### src/pkg/adcf_regs.svh
// register offsets, field positions, reset values and timing figures of the output stage
`ifndef ADCF_REGS_SVH
`define ADCF_REGS_SVH

// register byte offsets on the plain register port
`define ADCF_CTRL_OFS 8'h00
`define ADCF_STATUS_OFS 8'h04
`define ADCF_MASK_OFS 8'h08
`define ADCF_RESULT_OFS 8'h0c
`define ADCF_PINS_OFS 8'h10

// control register fields
`define ADCF_CTRL_CAPTURE_BIT 0
`define ADCF_CTRL_RESET 1'h1

// event bits, shared by status and mask
`define ADCF_EV_UNDER_BIT 0
`define ADCF_EV_OVER_BIT 1
`define ADCF_EV_WORD_BIT 2
`define ADCF_EV_W 3
`define ADCF_EV_RESET 3'h0

// result register fields
`define ADCF_RESULT_INRANGE_BIT 12

// pins register fields
`define ADCF_PINS_FMT_BIT 0
`define ADCF_PINS_CEN_BIT 1
`define ADCF_PINS_DELLO_BIT 2
`define ADCF_PINS_DELHI_BIT 3

// clock period and edge delays of the conversion-done clock, in picoseconds
`define ADCF_CLK_PERIOD_PS 40000
`define ADCF_DLY_SEL01_PS 300
`define ADCF_DLY_SEL10_PS 1300
`define ADCF_DLY_SEL11_PS 2300

`endif

### src/pkg/adcf_pkg.sv
// types shared by the output stage modules
package adcf_pkg;

    // conversion-done clock generator states, one-hot
    typedef enum logic [2:0] {
        ADCF_CCS_IDLE = 3'b001,
        ADCF_CCS_WAIT = 3'b010,
        ADCF_CCS_HIGH = 3'b100
    } adcf_ccs_state_t;

    // edge delay select, {hi, lo}
    typedef enum logic [1:0] {
        ADCF_DEL_OFF = 2'b00,
        ADCF_DEL_SHORT = 2'b01,
        ADCF_DEL_MID = 2'b10,
        ADCF_DEL_LONG = 2'b11
    } adcf_delsel_t;

endpackage

### src/adcf_output_stage.sv
// digital output stage: format, clamp, in-range flag, pipeline and conversion-done clock
// Operation
// RULE1 - 12-bit word; two's complement inverts MSB
// RULE2 - underflow gives code 0, overflow code 4095
// RULE3 - in-range flag high in range, low otherwise
// RULE4 - format select low binary, high two's complement
// RULE5 - chip enable high floats data and flag
// RULE6 - conversion-done clock accompanies the data bus
// RULE7 - delay selects set done-clock edge delay
// RULE8 - both delay selects low floats done clock
// RULE9 - capture logic latches on done-clock edge
// RULE10 - capture logic waits maximum output delay
// RULE11 - result appears two sampling cycles after sample
`include "adcf_regs.svh"

module adcf_output_stage import adcf_pkg::*; #(
    parameter int DATA_W = 12
) (
    input wire logic clk,
    input wire logic arst_n,
    input wire logic [7:0] regAddr,
    input wire logic [31:0] regWdata,
    input wire logic regWrite,
    input wire logic regRead,
    output logic [31:0] regRdata,
    output logic irq,
    input wire logic sampleClk,
    input wire logic [DATA_W-1:0] sampleCode,
    input wire logic sampleUnder,
    input wire logic sampleOver,
    input wire logic formatSelect,
    input wire logic chipEnableN,
    input wire logic edgeDelaySelLo,
    input wire logic edgeDelaySelHi,
    output logic [DATA_W-1:0] resultBus,
    output logic resultBusOe,
    output logic inRangeFlag,
    output logic inRangeFlagOe,
    output logic conversionDoneClock,
    output logic conversionDoneClockOe
);

    // edge delays in cycles: rounded up, never below one cycle
    localparam int DLY01_RAW = (`ADCF_DLY_SEL01_PS + `ADCF_CLK_PERIOD_PS - 1) / `ADCF_CLK_PERIOD_PS;
    localparam int DLY10_RAW = (`ADCF_DLY_SEL10_PS + `ADCF_CLK_PERIOD_PS - 1) / `ADCF_CLK_PERIOD_PS;
    localparam int DLY11_RAW = (`ADCF_DLY_SEL11_PS + `ADCF_CLK_PERIOD_PS - 1) / `ADCF_CLK_PERIOD_PS;
    localparam logic [3:0] DLY01_CYC = 4'((DLY01_RAW < 1) ? 1 : DLY01_RAW);
    localparam logic [3:0] DLY10_CYC = 4'((DLY10_RAW < 1) ? 1 : DLY10_RAW);
    localparam logic [3:0] DLY11_CYC = 4'((DLY11_RAW < 1) ? 1 : DLY11_RAW);
    localparam int SYNC_W = DATA_W + 7;
    localparam int STG_W = DATA_W + 3;

    // the flag shares the result register, so the word must stay below its bit
    if (DATA_W < 2 || DATA_W > `ADCF_RESULT_INRANGE_BIT) begin : g_chkDataW
        $error("adcf_output_stage: DATA_W must lie in 2..12");
    end

    // synchronised pins
    logic [SYNC_W-1:0] pinBundle;
    logic [SYNC_W-1:0] pinSync;
    logic sClk;
    logic [DATA_W-1:0] sCode;
    logic sUnder;
    logic sOver;
    logic sFmt;
    logic sCeN;
    logic sDelLo;
    logic sDelHi;
    adcf_delsel_t delSel;

    // data travels beside the sampling clock so both see the same delay
    assign pinBundle = {sampleClk, sampleCode, sampleUnder, sampleOver, formatSelect, chipEnableN,
                        edgeDelaySelLo, edgeDelaySelHi};

    adcf_sync #(
        .WIDTH(SYNC_W)
    ) u_sync (
        .clk(clk),
        .arst_n(arst_n),
        .pinIn(pinBundle),
        .syncOut(pinSync)
    );

    assign {sClk, sCode, sUnder, sOver, sFmt, sCeN, sDelLo, sDelHi} = pinSync;
    assign delSel = adcf_delsel_t'({sDelHi, sDelLo});

    // sampling clock edge detection
    logic sClkPrev_q;
    logic sClkPrev_d;
    logic clkRise;
    logic clkFall;

    always_comb begin
        sClkPrev_d = sClk;
        clkRise = sClk && !sClkPrev_q;
        clkFall = !sClk && sClkPrev_q;
    end

    always_ff @(posedge clk or negedge arst_n) begin
        if (!arst_n) begin
            sClkPrev_q <= 1'b0;
        end else begin
            sClkPrev_q <= sClkPrev_d;
        end
    end

    // register state
    logic capEn_q;
    logic capEn_d;
    logic [`ADCF_EV_W-1:0] status_q;
    logic [`ADCF_EV_W-1:0] status_d;
    logic [`ADCF_EV_W-1:0] mask_q;
    logic [`ADCF_EV_W-1:0] mask_d;
    logic [31:0] rdata_q;
    logic [31:0] rdata_d;
    logic irq_q;
    logic irq_d;

    // sample pipeline: {valid, under, over, code}
    logic [STG_W-1:0] stageA_q;
    logic [STG_W-1:0] stageA_d;
    logic [STG_W-1:0] stageB_q;
    logic [STG_W-1:0] stageB_d;
    logic [DATA_W-1:0] encWord;
    logic encInRange;
    logic [DATA_W-1:0] bus_q;
    logic [DATA_W-1:0] bus_d;
    logic inRange_q;
    logic inRange_d;
    logic busOe_q;
    logic busOe_d;
    logic flagOe_q;
    logic flagOe_d;
    logic advance;
    logic presenting;
    logic [`ADCF_EV_W-1:0] events;

    assign advance = clkRise && capEn_q;
    assign presenting = advance && stageB_q[STG_W-1];

    // format is applied as the word leaves, so a format change shows on the next word
    adcf_encode #(
        .W(DATA_W)
    ) u_encode (
        .rawCode(stageB_q[DATA_W-1:0]),
        .under(stageB_q[DATA_W+1]),
        .over(stageB_q[DATA_W]),
        .twosComp(sFmt),
        .word(encWord),
        .inRange(encInRange)
    );

    // two sampling edges from capture to bus: A at edge k, B at k+1, bus at k+2
    always_comb begin
        stageA_d = stageA_q;
        stageB_d = stageB_q;
        bus_d = bus_q;
        inRange_d = inRange_q;
        if (advance) begin
            stageA_d = {1'b1, sUnder, sOver, sCode}; // [RULE11]
            stageB_d = stageA_q; // [RULE11]
            if (stageB_q[STG_W-1]) begin
                bus_d = encWord; // [RULE1] [RULE2] [RULE4]
                inRange_d = encInRange; // [RULE3]
            end
        end
        busOe_d = !sCeN; // [RULE5]
        flagOe_d = !sCeN; // [RULE5]
    end

    always_ff @(posedge clk or negedge arst_n) begin
        if (!arst_n) begin
            stageA_q <= '0;
            stageB_q <= '0;
            bus_q <= '0;
            inRange_q <= 1'b0;
            busOe_q <= 1'b0;
            flagOe_q <= 1'b0;
        end else begin
            stageA_q <= stageA_d;
            stageB_q <= stageB_d;
            bus_q <= bus_d;
            inRange_q <= inRange_d;
            busOe_q <= busOe_d;
            flagOe_q <= flagOe_d;
        end
    end

    // conversion-done clock: rises a selected delay after each new word, falls with the sampling clock
    adcf_ccs_state_t ccsState_q;
    adcf_ccs_state_t ccsState_d;
    logic [3:0] ccsCnt_q;
    logic [3:0] ccsCnt_d;
    logic ccs_q;
    logic ccs_d;
    logic ccsOe_q;
    logic ccsOe_d;
    logic [3:0] selDly;

    always_comb begin
        case (delSel)
            ADCF_DEL_SHORT: selDly = DLY01_CYC; // [RULE7]
            ADCF_DEL_MID: selDly = DLY10_CYC; // [RULE7]
            ADCF_DEL_LONG: selDly = DLY11_CYC; // [RULE7]
            default: selDly = DLY01_CYC;
        endcase
    end

    always_comb begin
        ccsState_d = ccsState_q;
        ccsCnt_d = ccsCnt_q;
        ccs_d = ccs_q;
        ccsOe_d = (delSel != ADCF_DEL_OFF); // [RULE8]
        case (ccsState_q)
            ADCF_CCS_IDLE: begin
                if (presenting) begin
                    ccsState_d = ADCF_CCS_WAIT; // [RULE6]
                    ccsCnt_d = selDly - 4'h1;
                end
            end
            ADCF_CCS_WAIT: begin
                if (ccsCnt_q == 4'h0) begin
                    ccsState_d = ADCF_CCS_HIGH;
                    ccs_d = 1'b1; // [RULE6] [RULE7]
                end else begin
                    ccsCnt_d = ccsCnt_q - 4'h1;
                end
            end
            ADCF_CCS_HIGH: begin
                // a new word before the fall still gets its own edge
                if (presenting) begin
                    ccsState_d = ADCF_CCS_WAIT;
                    ccsCnt_d = selDly - 4'h1;
                    ccs_d = 1'b0;
                end else if (clkFall) begin
                    ccsState_d = ADCF_CCS_IDLE;
                    ccs_d = 1'b0;
                end
            end
            default: begin
                ccsState_d = ADCF_CCS_IDLE;
                ccs_d = 1'b0;
            end
        endcase
    end

    always_ff @(posedge clk or negedge arst_n) begin
        if (!arst_n) begin
            ccsState_q <= ADCF_CCS_IDLE;
            ccsCnt_q <= 4'h0;
            ccs_q <= 1'b0;
            ccsOe_q <= 1'b0;
        end else begin
            ccsState_q <= ccsState_d;
            ccsCnt_q <= ccsCnt_d;
            ccs_q <= ccs_d;
            ccsOe_q <= ccsOe_d;
        end
    end

    // events raised as each word reaches the bus
    always_comb begin
        events = '0;
        events[`ADCF_EV_UNDER_BIT] = presenting && stageB_q[DATA_W+1];
        events[`ADCF_EV_OVER_BIT] = presenting && stageB_q[DATA_W];
        events[`ADCF_EV_WORD_BIT] = presenting;
    end

    // register writes; a new event beats a write-one-to-clear in the same cycle
    always_comb begin
        capEn_d = capEn_q;
        mask_d = mask_q;
        status_d = status_q;
        if (regWrite) begin
            if (regAddr == `ADCF_CTRL_OFS) begin
                capEn_d = regWdata[`ADCF_CTRL_CAPTURE_BIT];
            end else if (regAddr == `ADCF_STATUS_OFS) begin
                status_d = status_q & ~regWdata[`ADCF_EV_W-1:0];
            end else if (regAddr == `ADCF_MASK_OFS) begin
                mask_d = regWdata[`ADCF_EV_W-1:0];
            end
        end
        status_d = status_d | events;
        irq_d = |(status_q & mask_q);
    end

    // read data stand only in the cycle after the strobe; unmapped reads give zero
    always_comb begin
        rdata_d = 32'h0000_0000;
        if (regRead) begin
            if (regAddr == `ADCF_CTRL_OFS) begin
                rdata_d[`ADCF_CTRL_CAPTURE_BIT] = capEn_q;
            end else if (regAddr == `ADCF_STATUS_OFS) begin
                rdata_d[`ADCF_EV_W-1:0] = status_q;
            end else if (regAddr == `ADCF_MASK_OFS) begin
                rdata_d[`ADCF_EV_W-1:0] = mask_q;
            end else if (regAddr == `ADCF_RESULT_OFS) begin
                rdata_d[DATA_W-1:0] = bus_q;
                rdata_d[`ADCF_RESULT_INRANGE_BIT] = inRange_q;
            end else if (regAddr == `ADCF_PINS_OFS) begin
                rdata_d[`ADCF_PINS_FMT_BIT] = sFmt;
                rdata_d[`ADCF_PINS_CEN_BIT] = sCeN;
                rdata_d[`ADCF_PINS_DELLO_BIT] = sDelLo;
                rdata_d[`ADCF_PINS_DELHI_BIT] = sDelHi;
            end
        end
    end

    always_ff @(posedge clk or negedge arst_n) begin
        if (!arst_n) begin
            capEn_q <= `ADCF_CTRL_RESET;
            status_q <= `ADCF_EV_RESET;
            mask_q <= `ADCF_EV_RESET;
            rdata_q <= 32'h0000_0000;
            irq_q <= 1'b0;
        end else begin
            capEn_q <= capEn_d;
            status_q <= status_d;
            mask_q <= mask_d;
            rdata_q <= rdata_d;
            irq_q <= irq_d;
        end
    end

    // every output straight from a flip-flop
    assign regRdata = rdata_q;
    assign irq = irq_q;
    assign resultBus = bus_q;
    assign resultBusOe = busOe_q;
    assign inRangeFlag = inRange_q;
    assign inRangeFlagOe = flagOe_q;
    assign conversionDoneClock = ccs_q;
    assign conversionDoneClockOe = ccsOe_q;

endmodule

### src/adcf_sync.sv
// two-flop synchroniser for a bundle of pin inputs
module adcf_sync import adcf_pkg::*; #(
    parameter int WIDTH = 1
) (
    input wire logic clk,
    input wire logic arst_n,
    input wire logic [WIDTH-1:0] pinIn,
    output logic [WIDTH-1:0] syncOut
);

    logic [WIDTH-1:0] meta_q;
    logic [WIDTH-1:0] meta_d;
    logic [WIDTH-1:0] sync_q;
    logic [WIDTH-1:0] sync_d;

    // refused while elaborating, before any flop exists
    if (WIDTH < 1) begin : g_chkWidth
        $error("adcf_sync: WIDTH must be at least 1");
    end

    // first stage feeds only the second stage
    always_comb begin
        meta_d = pinIn;
        sync_d = meta_q;
    end

    always_ff @(posedge clk or negedge arst_n) begin
        if (!arst_n) begin
            meta_q <= '0;
            sync_q <= '0;
        end else begin
            meta_q <= meta_d;
            sync_q <= sync_d;
        end
    end

    assign syncOut = sync_q;

endmodule

### src/adcf_encode.sv
// clamps a raw result to the end codes and applies the output format
module adcf_encode import adcf_pkg::*; #(
    parameter int W = 12
) (
    input wire logic [W-1:0] rawCode,
    input wire logic under,
    input wire logic over,
    input wire logic twosComp,
    output logic [W-1:0] word,
    output logic inRange
);

    logic [W-1:0] clamped;

    // the format bit needs at least one bit below it
    if (W < 2) begin : g_chkW
        $error("adcf_encode: W must be at least 2");
    end

    // underflow wins if both flags arrive together
    always_comb begin
        if (under) begin
            clamped = '0; // [RULE2]
        end else if (over) begin
            clamped = '1; // [RULE2]
        end else begin
            clamped = rawCode;
        end
        word = clamped;
        word[W-1] = clamped[W-1] ^ twosComp; // [RULE1] [RULE4]
        inRange = !(under || over); // [RULE3]
    end

endmodule

### config.mk
export PLATFORM = sky130hd
export DESIGN_NAME = adcf_output_stage
export DESIGN_NICKNAME = d
export VERILOG_FILES = /design/src/pkg/adcf_pkg.sv /design/src/adcf_output_stage.sv /design/src/adcf_sync.sv /design/src/adcf_encode.sv
export VERILOG_INCLUDE_DIRS = /design/src /design/src/pkg
export SDC_FILE = /design/constraint.sdc
export NUM_CORES = 1
export LEC_CHECK = 0
export ABC_AREA = 1
export BUFFER_PORTS_ARGS = -buffer_cell sky130_fd_sc_hd__clkbuf_2
export CORE_ASPECT_RATIO = 0.5
export CORE_MARGIN = 2
export CORE_UTILIZATION = 30
export CTS_BUF_LIST = sky130_fd_sc_hd__clkbuf_4 sky130_fd_sc_hd__clkbuf_8
export DETAILED_ROUTE_END_ITERATION = 7
export SYNTH_ARGS = -nofsm -noshare
export SYNTH_HDL_FRONTEND = slang
export SYNTH_SLANG_ARGS = --single-unit
export TNS_END_PERCENT = 1
### constraint.sdc
create_clock -name clk -period 3.15 [get_ports clk]
set_input_delay 0.4725 -clock clk [delete_from_list [all_inputs] [get_ports clk]]
set_output_delay 0.4725 -clock clk [all_outputs]
set_load 0.05 [all_outputs]
=== Yosys cells after proc, flatten, opt, wreduce, memory -nomap -nowiden ===
Index checks and enable logic that the tools add are counted.

* Word-level logic and storage cells: 88
* Input bits: 63
* Output and inout port bits: 50
* Flip-flop bits (word level): 113

* Equality and inequality tests: 12
* Bitwise operators: 8
* Multiplexer cells: 27
* Reduce and logical (&&, ||, !) cells: 23
* Add/sub/neg operators: 1

{| class="wikitable"
|+ Operator list
! kind !! number
|-
| $mux 12 || 3
|-
| $mux 3 || 9
|-
| $mux 10 || 2
|-
| $eq 8x4->1 const B || 2
|-
| $mux 4 || 4
|-
| $mux 13 || 1
|-
| $mux 9 || 1
|-
| $pmux 3 s3 || 1
|-
| $reduce_and 3->1 || 3
|-
| $eq 8x3->1 const B || 1
|-
| $eq 8x5->1 const B || 1
|-
| $logic_not 8->1 || 1
|-
| $pmux 4 s2 || 1
|-
| $and 3x3->3 || 2
|-
| $logic_and 1x1->1 || 6
|-
| $ne 2x2->1 const B || 3
|-
| $logic_not 1->1 || 4
|-
| $logic_not 4->1 || 1
|-
| $mux 1 || 4
|-
| $reduce_and 2->1 || 2
|-
| $reduce_and 4->1 || 1
|-
| $reduce_bool 2->1 || 2
|-
| $sub 4x1->4 const B || 1
|-
| $eq 3x1->1 const B || 1
|-
| other kinds (12) || 14
|}

=== Depth between registers and ports, before layout ===
* Depth after elaboration: 7
* Mapped depth: 8
* Depth with buffers taken out: 8

=== Cells and area by module ===
Synthesis repeated with hierarchy kept, for this count alone.

* Cell total of the unflattened synthesis: 457
* Area total of the unflattened synthesis: 4,391.7 µm²

{| class="wikitable"
|+ Modules (own cells, without submodules)
! module !! seq. area each (µm²) !! cells each !! instances !! area an instance (µm²)
|-
| adcf_output_stage || 1,879.3 || 385 || 1 || 3,301.9
|-
| adcf_sync || 950.9 || 38 || 1 || 950.9
|-
| adcf_encode || 0.0 || 34 || 1 || 138.9
|}

=== Worst setup path before layout ===
Ideal clock, no wire load.

* Path type: register -> output
* Start: reg, netlist name inRangeFlagOe
* End: out resultBusOe
* Arrival time: 886 ps
* Slack: 1,791 ps
* Cell stages (with the launch flop): 2
* Data required time: 2,677 ps
* Path buffers: 1
* Cells stage by stage: dfrtp_1 > buf_4

{| class="wikitable"
|+ RTL lines
! element !! line !! source
|-
| to (decl) || adcf_output_stage.sv:36 || <nowiki>output logic resultBusOe,</nowiki>
|}

=== Worst setup path after layout ===
* Start: reg bus_q[1], in the netlist resultBus[1]
* End: out resultBus[1]

{| class="wikitable"
|+ RTL lines
! element !! line !! source
|-
| from (decl) || adcf_output_stage.sv:126 || <nowiki>logic [DATA_W-1:0] bus_q;</nowiki>
|-
| from (signal assigned) || adcf_output_stage.sv:182 || <nowiki>bus_q <= bus_d;</nowiki>
|-
| to (decl) || adcf_output_stage.sv:35 || <nowiki>output logic [DATA_W-1:0] resultBus,</nowiki>
|}

No word-level cell between the ends.

==> key figures <==
Floorplan
  • Chip Height: 88.43 um
  • Initial Utilization: 31.13%
  • Row count: 30
  • I/O pin total: 113
  • Core region area: 13740 um^2
  • Die Area: 15280 um^2
  • Die W: 172.9 um

Finish
  • Final net count: 535
  • Fillers: 1366
  • # diodes: 0
  • Layout cell share with drive strength beyond 1: 25.62%
  • P&R area growth vs syn: 20.77%

Yosys
  • Avg Cell Area, Syn: 10.75 um^2
  • Sequential area share after synthesis: 66.18%
  • Mapped Area: 4277 um^2
  • Ys Warns: 0
  • Register bit total from synthesis: 113
  • Mapped Cells: 398
  • Synth cell types: 31

CTS
  • CTS H-tree depth: 4
  • CTS tree: done
  • Clock root buffer master: clkbuf_8
  • CTS resizes: 0
  • CTS max path bufs: 2
  • Post-CTS setup buffer count: 0
  • Skew-Pair Late Insertion Delay: 420 ps
  • Clk sinks: 113
  • Post-CTS Hold Buffers: 0
  • CTS buffer count: 17
  • Clock transition at the registers of the reported paths: 60 ps

Place
  • PortBufs: 64
  • Final HPWL DP: 5463 um
  • GPL Wtd Cong: 0.7903
  • Pre-CTS WS: 1312 ps

STA
  • Fmax: 626.7 MHz
  • Slew Limit Fails: 0
  • Final worst path period need: 1596 ps
  • Final Hold Vio Count: 0
  • Skew final: 8.368 ps
  • Unrepaired setup endpoints after global routing: no
  • Setup TNS: 0 ps
  • Actual slew at the worst max-slew pin: 748.5 ps
  • Slew margin rel.: 50.10%
  • Fin crit share: 50.65%
  • Setup-failing EPs final: 0
  • Worst Setup Slack, final: 1554 ps

Worst setup path
  • Slowest CP cell: dfrtp_1
  • CP Buf/Inv Count: 1
  • Worst R2R Path Depth: 5
  • FF-to-FF End: ccsCnt_q[1]
  • CP cell instances: clkbuf_2
  • Crit-path leading delay family: flip-flops
  • CP arrival: 1120 ps
  • Crit path largest cell delay: 410 ps
  • Worst setup path startpoint: resultBus[1]
  • Kind of critical path: reg2out
  • Worst Setup EP: resultBus[1]
  • Reg2reg setup slack: 1630 ps
  • Max FO, Critical Path: 3
  • Startpoint types: flip-flop
  • Crit end category: output port
  • CP Depth: 1
  • Critical Path RT: 2680 ps
  • Worst R2R Start: capEn_q

Power and ir drop
  • Pleak: 2.587 nW
  • P per Cell Area: 641.3 nW/um^2
  • VDD IR max: 0.1925 mV

Worst hold path
  • HP Class: in2async

Routing
  • Via density: 4.031
  • Routed Antenna Nets: 0
  • Via count: 2725
  • Routed WL: 7779 um
  • Initial DRC count: 198
  • Residual DRC: 0
  • Drt wl/cell: 11.51 um
  • DRT Pass-1 Iters: 4

Global route
  • Initial antenna violation count: 0
  • Global-route wire length before repair: 12960 um
  • Largest net degree at the start of global routing: 60
  • GRT Util Overall: 11.24%
  • Total gr overflow: 0
  • Number of global-route vias before repair: 2626

Run
  • # Max-Cap Violations: 0

Status
  • Status: completed
[cell usage after synthesis (all sizes together)]
cell | n | share of area, %
dfstp | 2 | 1.2
nand4 | 1 | 0.50
o211a | 1 | 0.23
nor3 | 1 | 0.38
xor2 | 1 | 0.20
clkbuf | 6 | 0.53
nor2 | 36 | 3.3
nand2 | 65 | 5.8
o22ai | 3 | 0.44
dfrtp | 111 | 65
conb | 1 | 0.088
xnor2 | 2 | 0.41
clkinv | 1 | 0.12
buf | 25 | 4.6
nand3 | 24 | 3.2
nand3b | 1 | 0.18
o211ai | 8 | 1.5
a21oi | 19 | 3.0
o21ai | 39 | 4.6
inv | 49 | 4.3
or2 | 1 | 0.15
ha | 1 | 0.29
[cells by family (layout without fill, tap and decap cells)]
group           after synthesis  in the layout  share of synthesized area [%]
xor+xnor                      3              3                         0.6145
buf+inv                      81            149                          9.537
fa+ha+maj                     1              1                         0.2925
flops                       113            113                          66.18
simple gates                129            129                          13.52
compound gates               70             70                          9.772
other cells                   1             19                        0.08769
[layer usage]
layer	global-route usage (%)	part of all wire [%]	vias to the layer above
li1	-	-	1370
met1	14.92	51	1270
met2	16.65	44	75
met3	3.351	3.6	10
met4	6.471	1.6	0
met5	0	0	-
[sequential cells by signal, summed over array words and instances (netlist names)]
register / cells
conversionDoneClockOe: 1
conversionDoneClock: 1
inRangeFlag: 1
u_sync.syncOut: 19
stageB_q: 15
u_sync.meta_q: 19
ccsCnt_q: 4
irq: 1
mask_q: 3
sClkPrev_q: 1
inRangeFlagOe: 1
stageA_q: 15
capEn_q: 1
status_q: 3
resultBus: 12
ccsState_q: 3
regRdata: 13
[where the power goes]
part	leakage (nW)	switching (W)	total (W)	internal, W
sequential	1.44	0.0000395	0.00159	0.00155
clock	0.219	0.000545	0.00147	0.000926
combinational	0.926	0.000179	0.000249	0.0000705
total	2.59	0.000763	0.00331	0.00255
[worst min-delay path by stage]
stage                         endpoint  depth (start not counted)
detailed placement   u_sync.syncOut[2]                          0
floorplan                  ccsCnt_q[0]                          0
finish                     stageA_q[7]                          1
global placement    u_sync.syncOut[13]                          0
global route         u_sync.meta_q[18]                          1
CTS                        stageA_q[7]                          1
[layout by cell type, fill, tap and decap left out, types with 4 or more instances in the layout]
cell type and count:
nand2_1 63, inv_1 48, clkbuf_8 19, a21oi_2 9, o21ai_0 36, clkinv_2 4
o211ai_1 7, clkbuf_2 63, conb_1 19, nor2_1 33, nand3_1 21, bufinv_16 4
a21oi_1 10, dfrtp_1 111
[per-stage QoR]
stage	instance area [um^2]	cells	hold WS [ps]	power, W	util (%)
finish	5165	676	115.9	0.003312	37.60
global route	5165	676	120.8	0.003469	37.60
CTS	5165	676	124.4	0.003357	37.60
detailed placement	4723	644	334.7	0.001873	34.38
global placement	4723	644	332.9	0.001862	34.38
floorplan	4344	416	176.9	0.001798	-
[area by class of cell]
type	count	area [um^2]	area share, %
Clock buffer	22	284.0	5.499
Clock inverter	10	157.7	3.052
Inverter	50	188.9	3.658
Multi-Input combinational cell	222	1106	21.41
Sequential cell	113	2830	54.80
Tap cell	192	240.2	4.651
Timing Repair Buffer	67	357.8	6.928
[worst register-to-register path: stages (launching register included)]
cell and delay, ps:
dfstp_2 600, nand4_4 230, clkinv_2 260, nand2_1 110
nand2_2 120, o22ai_1 80
(Power assumes the default switching activity.)
